`src/common/efla_pkg.sv`:
```
// Constants shared by the edge flop and latch array
package efla_pkg;
    // Element kinds
    localparam int KIND_JK_EDGE_FLOP = 0; // Falling edge JK
    localparam int KIND_DATA_EDGE_FLOP = 1; // Rising edge D
    localparam int KIND_SR_GATED_LATCH = 2; // Set reset gated latch
    localparam int KIND_DATA_GATED_LATCH = 3; // Data gated latch
    // Power on state selection codes
    localparam int INIT_SEL_ZERO = 0; // Start at 0
    localparam int INIT_SEL_ONE = 1; // Start at 1
    // Timing
    localparam int SYS_CLK_PERIOD_NS = 40; // 25 MHz
    localparam int CLK_TO_Q_NS = 40; // Default edge to output delay
    localparam int SETUP_NS = 0; // Default setup check, zero is off
    // Counter width for delay and setup counting
    localparam int CNT_W = 8;
endpackage : efla_pkg

```
`src/rtl/efla_array.sv`:
```
// Parameterised array of edge flops and gated latches
`timescale 1ns/10ps
// Operation
// JK flop updates only on falling clock
// D flop updates only on rising clock
// State changes a set delay after edge
// Count parameter; shared set, clear, clock
// Schematic instance forced to single element
// Clear forces 0, set forces 1
// JK: hold, clear, set, toggle on edge
// D flop copies data on rising edge
// Latch follows while gate high, holds low
// Power on selection: 0, 1, else unknown
// Unknown input harmless when resolutions agree
// Unknown input disagreeing makes output unknown
// Nonzero timing check warns, keeps state
// Complement inverse except both async low
// Registered outputs, async controls active low
module efla_array #(
    parameter int KIND = efla_pkg::KIND_DATA_EDGE_FLOP,
    parameter int COUNT = 1, // Elements sharing set, clear and clock
    parameter bit TEXT_FORM = 1'b1,
    parameter int POWER_ON_STATE_SELECT = 2,
    parameter int CLK_TO_Q_NS = efla_pkg::CLK_TO_Q_NS,
    parameter int SETUP_NS = efla_pkg::SETUP_NS
) (
    // Clock and reset
    input wire logic sys_clk,
    input wire logic rst_n,
    // Shared element controls
    input wire logic elem_clk,
    input wire logic preset_n,
    input wire logic clear_n,
    input wire logic preset_unknown,
    input wire logic clear_unknown,
    // Per element data: j, d or s on a; k or r on b
    input wire logic [COUNT-1:0] data_a,
    input wire logic [COUNT-1:0] data_b,
    // Outputs
    output logic [COUNT-1:0] true_output,
    output logic [COUNT-1:0] complement_output,
    output logic [COUNT-1:0] unknown_output,
    output logic timing_warn
);
    ////////////////////////////////////////////////////////////////////
    // Derived constants
    localparam int ACTIVE = TEXT_FORM ? COUNT : 1; // Elements in use
    localparam int DLY_RAW = CLK_TO_Q_NS / efla_pkg::SYS_CLK_PERIOD_NS;
    localparam int DLY_CYC = (DLY_RAW < 1) ? 1 : DLY_RAW; // Longest time rounds down
    localparam int SU_CYC = (SETUP_NS + efla_pkg::SYS_CLK_PERIOD_NS - 1) / efla_pkg::SYS_CLK_PERIOD_NS;
    localparam bit IS_LATCH = (KIND >= efla_pkg::KIND_SR_GATED_LATCH);
    localparam bit INIT_Q = (POWER_ON_STATE_SELECT == efla_pkg::INIT_SEL_ONE);
    localparam bit INIT_X = (POWER_ON_STATE_SELECT != efla_pkg::INIT_SEL_ZERO) && !INIT_Q;
    localparam logic [efla_pkg::CNT_W-1:0] DLY_LOAD = efla_pkg::CNT_W'(DLY_CYC);
    localparam logic [efla_pkg::CNT_W-1:0] SU_LIM = efla_pkg::CNT_W'(SU_CYC);
    localparam logic [efla_pkg::CNT_W-1:0] CNT_ONE = efla_pkg::CNT_W'(1);

    ////////////////////////////////////////////////////////////////////
    // Shared edge detection and delay timing
    logic clk_prev_reg; // Element clock one cycle ago
    logic [efla_pkg::CNT_W-1:0] dly_cnt_reg; // Cycles to commit
    logic [efla_pkg::CNT_W-1:0] stable_cnt_reg; // Cycles data stable
    logic [COUNT-1:0] a_prev_reg; // Data history for setup check
    logic [COUNT-1:0] b_prev_reg;
    logic act_edge; // Active event this cycle
    logic commit; // Pending value lands now
    logic data_moved; // Data differs from the last cycle
    logic [efla_pkg::CNT_W-1:0] stable_now; // Cycles data has stood, this edge included

    // Active event per kind
    always_comb begin
        case (KIND)
            efla_pkg::KIND_JK_EDGE_FLOP: act_edge = clk_prev_reg & ~elem_clk;
            efla_pkg::KIND_DATA_EDGE_FLOP: act_edge = ~clk_prev_reg & elem_clk;
            default: act_edge = elem_clk; // Latch transparent while gate high
        endcase
        // Clock events under an async force are ignored, so no stale capture lands later
        if (!preset_n || !clear_n) begin
            act_edge = 1'b0;
        end
    end

    assign commit = (dly_cnt_reg == CNT_ONE);

    // Clock history
    always_ff @(posedge sys_clk or negedge rst_n) begin
        if (!rst_n) begin
            clk_prev_reg <= 1'b0;
        end else begin
            clk_prev_reg <= elem_clk;
        end
    end

    // Delay countdown, restarted by every active event
    always_ff @(posedge sys_clk or negedge rst_n) begin
        if (!rst_n) begin
            dly_cnt_reg <= '0;
        end else if (act_edge) begin
            dly_cnt_reg <= DLY_LOAD;
        end else if (dly_cnt_reg != '0) begin
            dly_cnt_reg <= dly_cnt_reg - CNT_ONE;
        end
    end

    ////////////////////////////////////////////////////////////////////
    // Stability count including the data seen at this edge
    assign data_moved = (data_a != a_prev_reg) || (data_b != b_prev_reg);
    always_comb begin
        if (data_moved) begin
            stable_now = '0; // Changed together with the clock
        end else if (stable_cnt_reg == '1) begin
            stable_now = stable_cnt_reg; // Saturated
        end else begin
            stable_now = stable_cnt_reg + CNT_ONE;
        end
    end

    // Setup check, only when configured nonzero
    always_ff @(posedge sys_clk or negedge rst_n) begin
        if (!rst_n) begin
            a_prev_reg <= '0;
            b_prev_reg <= '0;
            stable_cnt_reg <= '0;
            timing_warn <= 1'b0;
        end else begin
            a_prev_reg <= data_a;
            b_prev_reg <= data_b;
            stable_cnt_reg <= stable_now;
            // Warning only; state path never reads it
            timing_warn <= (SU_CYC != 0) && !IS_LATCH && act_edge && (stable_now < SU_LIM);
        end
    end

    ////////////////////////////////////////////////////////////////////
    // Async override result for one resolution of preset and clear
    function automatic logic [1:0] async_res(input logic p_n, input logic c_n, input logic h);
        logic [1:0] r;
        r = {h, ~h}; // Both inactive: hold value
        if (!p_n && !c_n) begin
            r = 2'b11; // Unstable, both outputs high
        end else if (!p_n) begin
            r = 2'b10;
        end else if (!c_n) begin
            r = 2'b01;
        end
        return r;
    endfunction

    ////////////////////////////////////////////////////////////////////
    // Per element storage
    genvar gi;
    generate
        for (gi = 0; gi < COUNT; gi++) begin : g_elem
            logic pend_reg; // Value waiting for delay
            logic nxt; // Synchronous next value
            logic hold_q; // Value with commit applied
            logic [1:0] res_ref; // First resolution
            logic res_unk; // Resolutions disagree
            logic p_alt; // Alternate preset resolution
            logic c_alt; // Alternate clear resolution
            logic h_alt; // Alternate hold resolution

            // Function of the kind on the shared event
            always_comb begin
                case (KIND)
                    efla_pkg::KIND_JK_EDGE_FLOP: begin
                        case ({data_a[gi], data_b[gi]})
                            2'b01: nxt = 1'b0;
                            2'b10: nxt = 1'b1;
                            2'b11: nxt = ~hold_q;
                            default: nxt = hold_q;
                        endcase
                    end
                    efla_pkg::KIND_SR_GATED_LATCH: begin
                        case ({data_a[gi], data_b[gi]})
                            2'b01: nxt = 1'b0;
                            2'b10: nxt = 1'b1;
                            default: nxt = hold_q; // Both high held, value after any commit
                        endcase
                    end
                    default: nxt = data_a[gi];
                endcase
            end

            // Capture on the active event
            always_ff @(posedge sys_clk or negedge rst_n) begin
                if (!rst_n) begin
                    pend_reg <= INIT_Q;
                end else if (act_edge) begin
                    pend_reg <= nxt;
                end
            end

            // Pessimistic resolution over unknown preset, clear and state
            always_comb begin
                hold_q = commit ? pend_reg : true_output[gi];
                res_ref = async_res(preset_n, clear_n, hold_q);
                res_unk = 1'b0;
                p_alt = ~preset_n;
                c_alt = ~clear_n;
                h_alt = ~hold_q;
                if (preset_unknown && async_res(p_alt, clear_n, hold_q) != res_ref) begin
                    res_unk = 1'b1;
                end
                if (clear_unknown && async_res(preset_n, c_alt, hold_q) != res_ref) begin
                    res_unk = 1'b1;
                end
                if (preset_unknown && clear_unknown && async_res(p_alt, c_alt, hold_q) != res_ref) begin
                    res_unk = 1'b1;
                end
                if (unknown_output[gi] && !commit && async_res(preset_n, clear_n, h_alt) != res_ref) begin
                    res_unk = 1'b1; // Unknown state persists until a commit lands or an async force
                end
            end

            // Output registers
            always_ff @(posedge sys_clk or negedge rst_n) begin
                if (!rst_n) begin
                    true_output[gi] <= INIT_Q;
                    complement_output[gi] <= ~INIT_Q;
                    unknown_output[gi] <= INIT_X;
                end else if (gi >= ACTIVE) begin
                    true_output[gi] <= 1'b0;
                    complement_output[gi] <= 1'b1;
                    unknown_output[gi] <= 1'b0;
                end else begin
                    true_output[gi] <= res_ref[1];
                    complement_output[gi] <= res_ref[0];
                    unknown_output[gi] <= res_unk;
                end
            end

            // True output moves only on a commit or an async force
            quiet_hold_a: assert property (@(posedge sys_clk) disable iff (!rst_n)
                (preset_n && clear_n && !preset_unknown && !clear_unknown && !commit && gi < ACTIVE)
                |=> $stable(true_output[gi])) else $error("Output moved without event");
            clear_force_a: assert property (@(posedge sys_clk) disable iff (!rst_n)
                (preset_n && !clear_n && !preset_unknown && !clear_unknown && gi < ACTIVE)
                |=> (true_output[gi] == 1'b0 && complement_output[gi] == 1'b1)) else $error("Clear not forced");
            preset_force_a: assert property (@(posedge sys_clk) disable iff (!rst_n)
                (!preset_n && clear_n && !preset_unknown && !clear_unknown && gi < ACTIVE)
                |=> (true_output[gi] && !complement_output[gi])) else $error("Preset not forced");
            compl_inverse_a: assert property (@(posedge sys_clk) disable iff (!rst_n)
                $past(preset_n | clear_n) |-> (complement_output[gi] == ~true_output[gi]))
                else $error("Complement not inverse");
            unknown_clear_a: assert property (@(posedge sys_clk) disable iff (!rst_n)
                (clear_unknown && !preset_unknown && preset_n && !commit && !unknown_output[gi]
                 && true_output[gi] && gi < ACTIVE) |=> unknown_output[gi]) else $error("Unknown not raised");
            known_clear_a: assert property (@(posedge sys_clk) disable iff (!rst_n)
                (clear_unknown && !preset_unknown && preset_n && !commit && !unknown_output[gi]
                 && !true_output[gi] && gi < ACTIVE) |=> (!unknown_output[gi] && !true_output[gi]))
                else $error("Unknown spread needlessly");
            if (KIND == efla_pkg::KIND_JK_EDGE_FLOP) begin : g_jk_chk
                jk_toggle_a: assert property (@(posedge sys_clk) disable iff (!rst_n)
                    (act_edge && data_a[gi] && data_b[gi] && DLY_CYC == 1 && gi < ACTIVE)
                    ##1 (preset_n && clear_n && !preset_unknown && !clear_unknown)
                    |=> (true_output[gi] == ~$past(true_output[gi], 2))) else $error("JK toggle wrong");
            end
            if (KIND == efla_pkg::KIND_DATA_EDGE_FLOP) begin : g_d_chk
                d_copy_a: assert property (@(posedge sys_clk) disable iff (!rst_n)
                    (act_edge && DLY_CYC == 1 && gi < ACTIVE)
                    ##1 (preset_n && clear_n && !preset_unknown && !clear_unknown)
                    |=> (true_output[gi] == $past(data_a[gi], 2))) else $error("D copy wrong");
            end
        end
    endgenerate

    // Rising edge only for the D flop, never on the falling edge
    d_edge_only_a: assert property (@(posedge sys_clk) disable iff (!rst_n)
        (KIND == efla_pkg::KIND_DATA_EDGE_FLOP && clk_prev_reg && !elem_clk && dly_cnt_reg == '0)
        |=> (dly_cnt_reg == '0)) else $error("D flop took falling edge");
    jk_edge_only_a: assert property (@(posedge sys_clk) disable iff (!rst_n)
        (KIND == efla_pkg::KIND_JK_EDGE_FLOP && !clk_prev_reg && elem_clk && dly_cnt_reg == '0)
        |=> (dly_cnt_reg == '0)) else $error("JK flop took rising edge");
    delay_count_a: assert property (@(posedge sys_clk) disable iff (!rst_n)
        act_edge ##1 !act_edge |-> (dly_cnt_reg == DLY_LOAD)) else $error("Delay not loaded");
    setup_off_a: assert property (@(posedge sys_clk) disable iff (!rst_n)
        (SU_CYC == 0) |-> !timing_warn) else $error("Warning with check off");
endmodule : efla_array

```
`config.mk`:
```
export PLATFORM = sky130hd
export DESIGN_NAME = efla_array
export DESIGN_NICKNAME = d
export VERILOG_FILES = /design/src/common/efla_pkg.sv /design/src/rtl/efla_array.sv
export SDC_FILE = /design/constraint.sdc
export NUM_CORES = 1
export LEC_CHECK = 0
export BUFFER_PORTS_ARGS = -buffer_cell sky130_fd_sc_hd__buf_2
export CAP_MARGIN = 20
export CORE_MARGIN = 2
export CORE_UTILIZATION = 52
export CTS_CLUSTER_SIZE = 28
export DETAILED_ROUTE_END_ITERATION = 12
export PLACE_DENSITY_LB_ADDON = 0.12
export SYNTH_ARGS = -nofsm -noshare
export SYNTH_HDL_FRONTEND = slang
export SYNTH_SLANG_ARGS = --single-unit
export TNS_END_PERCENT = 1
```
`constraint.sdc`:
```
create_clock -name sys_clk -period 2.27 [get_ports sys_clk]
set_input_delay 0.3405 -clock sys_clk [delete_from_list [all_inputs] [get_ports sys_clk]]
set_output_delay 0.3405 -clock sys_clk [all_outputs]
set_load 0.01 [all_outputs]
```
Word-level counts from Yosys, hierarchy flattened
Index checks and enable logic that the tools add are counted.
W data, S select, Z words.
{"block": "totals", "regBits": 13, "word_cells": 52}
{"block": "classes", "n_mux": 21, "addsub": 1, "n_bitwise": 3, "eq_ne": 5, "reduce_logical": 16}
{"op": "$mux W2", "n": 13}
{"op": "$mux W8", "n": 2}
{"op": "$logic_and A1 B1 Y1", "n": 10}
{"op": "$eq A8 B1 Y1 const B", "n": 1}
{"op": "$ne A2 B2 Y1", "n": 4}
{"op": "$reduce_bool A8 Y1", "n": 1}
{"op": "$sub A8 B1 Y8 const B", "n": 1}
{"op": "$mux W1", "n": 6}
{"op": "$logic_not A1 Y1", "n": 3}
{"op": "$not A1 Y1", "n": 2}
{"op": "$reduce_bool A2 Y1", "n": 1}
{"op": "$and A1 B1 Y1", "n": 1}
{"op": "$logic_or A1 B1 Y1", "n": 1}

Logic depth before layout (Yosys ltp)
{"block": "logic_depth", "depth_word": 12, "mapped_depth": 6, "mapped_depth_nobuf": 6}

Worst setup path before layout
OpenSTA, ideal clock, no wires.
{"block": "synth_path", "kind": "register to register", "startpoint": "reg dly_cnt_reg[0] in the netlist's numbering", "endpoint": "reg dly_cnt_reg[7] in the netlist's numbering", "n_path_buf": 0, "setup_ns": 0.074, "path_slack_ns": 0.669, "stages_incl_launch_ff": 7, "required_time_ns": 2.196, "arrival_ns": 1.527, "path_cell_list": "dfrtp_1 -> inv_1 -> ha_1 -> inv_1 -> o2111ai_4 -> or4_1 -> o21ai_2"}
{"block": "synth_via", "elab_chain_len": 3}
{"element": "start, declared", "line": "efla_array.sv:61", "source": "logic [efla_pkg::CNT_W-1:0] dly_cnt_reg;"}
{"element": "start signal, assigned", "line": "efla_array.sv:101", "source": "dly_cnt_reg <= dly_cnt_reg - CNT_ONE;"}
{"element": "$sub A8 B1 Y8", "line": "efla_array.sv:101"}
{"element": "$mux W8", "line": "efla_array.sv:100", "source": "end else if (dly_cnt_reg != '0) begin"}
{"element": "$mux W8", "line": "efla_array.sv:98", "source": "end else if (act_edge) begin"}
Several ways; a longest one is shown, not always the timed one. The select of a mux whose other input is x is not followed.
A chain may end at the register's enable or synchronous reset.

Final worst setup path
Ends and elaborated chain as after synthesis.

==> summary.txt <==
Run status
  • Status: complete, no violations

Worst setup path
  • Critical Path Fanout Max: 5
  • Reg2Reg Setup Slack: 550 ps
  • CP Class: flip-flop to flip-flop
  • FF-to-FF End: dly_cnt_reg[7]
  • R2R depth: 6
  • Critical Path Source Type: flip-flop
  • Setup crit end kind: flip-flop
  • Arrival time worst endpoint: 1940 ps
  • Worst setup path start: dly_cnt_reg[0]
  • Critical path required time: 2480 ps
  • RR Startpoint: dly_cnt_reg[0]

Clocking
  • Post-CTS Setup Repair Bufs: 0
  • Insertion delay to the later sink of the worst-skew pair: 280 ps
  • H-tree levels: 1
  • Clock Tree Buf Depth: 2
  • Num CTS Buffers: 3
  • Clock root cell: clkbuf_4
  • Clock sink count: 13
  • CTS tree: done
  • Worst-path clk slew: 80 ps

Yosys
  • Post-Syn Area: 724 µm²
  • Mapped Cells: 69
  • Synth Area in Compound Gates: 0.155
  • Post-synth net total: 81
  • Mean post-synth cell area: 10.5 µm²
  • Seq/Total Area, Yosys: 0.453
  • Synth Area in Adders: 0.0518
  • Synth warn: 0
  • Post-Synth XOR/XNOR Area: 0.0484
  • Mux cell area share after synthesis: 0.0138
  • Synth Register Bits: 13
  • Synth Area in Simple Gates: 0.226
  • Largest family of logic cells by synthesized area: simple AND/OR/NAND/NOR gates
  • Synth cell types: 35

Layout
  • Syn-to-layout area delta: 13.0%
  • Max FFs per register: 8
  • Antenna Cells: 0
  • Nets: 95
  • Share of cells above drive strength 1: 0.280
  • Finished Cell Area: 818 µm²

Timing
  • Max Slew Vio Count: 0
  • RSZ-0062 raised after global routing: no
  • Fmax: 0.580 GHz
  • Final period utilization: 0.760
  • Clock Skew: 1.82 ps
  • Setup ws final: 545 ps
  • Hold Fails Final Rpt: 0
  • Fin crit period: 1720 ps
  • Final TNS setup: 0 ps
  • Final setup viols: 0

Min path
  • Min-Delay Path Depth: 1
  • Hold path start: elem_clk
  • Hold Path Sink: clk_prev_reg
  • Worst Hold Class: primary input to flip-flop

Global route
  • GRT Overall Usage: 0.178
  • Vias in the first global route: 486
  • Initial antenna violation count: 0
  • Largest net degree at the start of global routing: 14
  • Overflow after GRT: 0
  • First-pass GRT wire length: 1.95 mm

Floorplanning
  • Cell row count: 13
  • Core Area: 1300 µm²
  • Die X: 41.3 µm
  • Die H: 41.3 µm
  • Num ports: 13
  • Die area: 1710 µm²
  • Starting density of the core: 0.557

Routing
  • DRT Pass-1 Iters: 4
  • DR vias: 547
  • WL final: 1.22 mm
  • Post-DRT Antenna Nets: 0
  • Drt drc: 0
  • DRT iter0 DRCs: 10
  • Avg WL per Cell: 12.6 µm
  • DR vias/cell: 5.64

Power and ir drop
  • Static leakage: 0.389 nW
  • Power density over cell area: 1150 nW/µm²
  • VDD IR max: 0.587 mV

Place
  • Place WS: 572 ps
  • Routability cong.: 0.747
  • DP Area: 782 µm²
  • DP Wirelength: 917 µm
  • Port bufs: 10

Job
  • Max Cap Violations: 0
-- report_power, final --
| part | switching (mW) | total [mW] | internal (mW) |
|---|---|---|---|
| Sequential | 0.0892 | 0.405 | 0.316 |
| Combinational | 0.214 | 0.389 | 0.174 |
| Clock | 0.0776 | 0.146 | 0.0682 |
-- metal layers --
metal	vias up	track usage	part of all wire
li1	270	-	-
met1	258	0.216	0.47
met2	14	0.297	0.47
met3	5	0.0319	0.030
met4	0	0.0968	0.032
met5	-	0	0
-- metrics by stage --
step                instances  hold slack [ps]  utilization  total power, mW
detailed placement         92              243        0.601            0.799
global placement           92              242        0.601            0.788
floorplan                  69             44.9            -            0.716
global route               97              190        0.629             1.02
finish                     97              192        0.629            0.939
CTS                        97              185        0.629            0.952
-- layout make-up --
cell class | instances | area, µm²
inverters | 6 | 22.5
clock buffers | 4 | 26.3
multi-input cells | 48 | 363
flip-flops and latches | 13 | 328
repair buffers | 11 | 60.1
fillers | 119 | 483
well taps | 15 | 18.8
-- timing repair --
action	4_1_cts	5_1_grt
endpoints found under the hold margin	11	0
gates resized for setup	0	0
endpoints found under the setup margin	0	0
hold buffers	1	0
-- Yosys cell counts --
cell,instances,area (µm²)
nor2_2,1,6.26
nand3_1,2,10.0
a21oi_1,1,5.00
or4_4,1,11.3
or4_1,2,15.0
nor4_1,1,6.26
a2bb2oi_1,1,8.76
xor2_1,3,26.3
nor2_4,1,11.3
xnor2_1,1,8.76
nand2_1,8,30.0
nand2b_1,2,12.5
dfstp_2,2,52.6
mux2i_1,1,10.0
or3_2,1,7.51
o221ai_1,1,8.76
ha_1,3,37.5
dfrtp_1,11,275
and3_2,1,7.51
nor2_1,4,15.0
nand4_1,1,6.26
conb_1,1,3.75
inv_1,6,22.5
o31ai_1,1,7.51
a211oi_1,1,7.51
nand4b_1,1,8.76
buf_4,1,7.51
and4b_1,1,10.0
and3_1,1,6.26
o211a_1,1,10.0
clkbuf_1,1,3.75
o2111ai_4,1,26.3
o2111ai_2,1,15.0
o211ai_1,2,15.0
o21ai_2,1,8.76
-- how the worst max path moves through the flow --
| stage | to |
|---|---|
| floorplan | dly_cnt_reg[7] |
| global placement | dly_cnt_reg[7] |
| detailed placement | dly_cnt_reg[7] |
| CTS | dly_cnt_reg[7] |
| global route | dly_cnt_reg[7] |
| finish | dly_cnt_reg[7] |
-- worst max-delay path, cell delays in order, from the launching register on --
cell	delay, ps
dfrtp_1	410
inv_1	120
ha_1	220
inv_1	140
o2111ai_4	180
or4_1	510
o21ai_2	70
-- kinds of logic (layout without fill, tap and decap cells) --
logic type | Yosys count | in the layout
flops | 13 | 13
compound gates | 11 | 11
other cells | 1 | 1
xor+xnor | 4 | 4
buf+inv | 8 | 21
simple gates | 28 | 28
mux | 1 | 1
fa+ha+maj | 3 | 3
-- cell usage in the layout, fill, tap and decap left out, drive strengths merged, types with 2 or more instances in the layout --
master | netlist | layout
dfrtp | 11 | 11
buf | 1 | 10
nand2 | 8 | 8
inv | 6 | 6
nor2 | 6 | 6
clkbuf | 1 | 4
xor2 | 3 | 3
ha | 3 | 3
or4 | 3 | 3
nand2b | 2 | 2
nand3 | 2 | 2
o211ai | 2 | 2
dfstp | 2 | 2
and3 | 2 | 2
o2111ai | 2 | 2
Note: power is estimated with default switching activity, not from simulation.
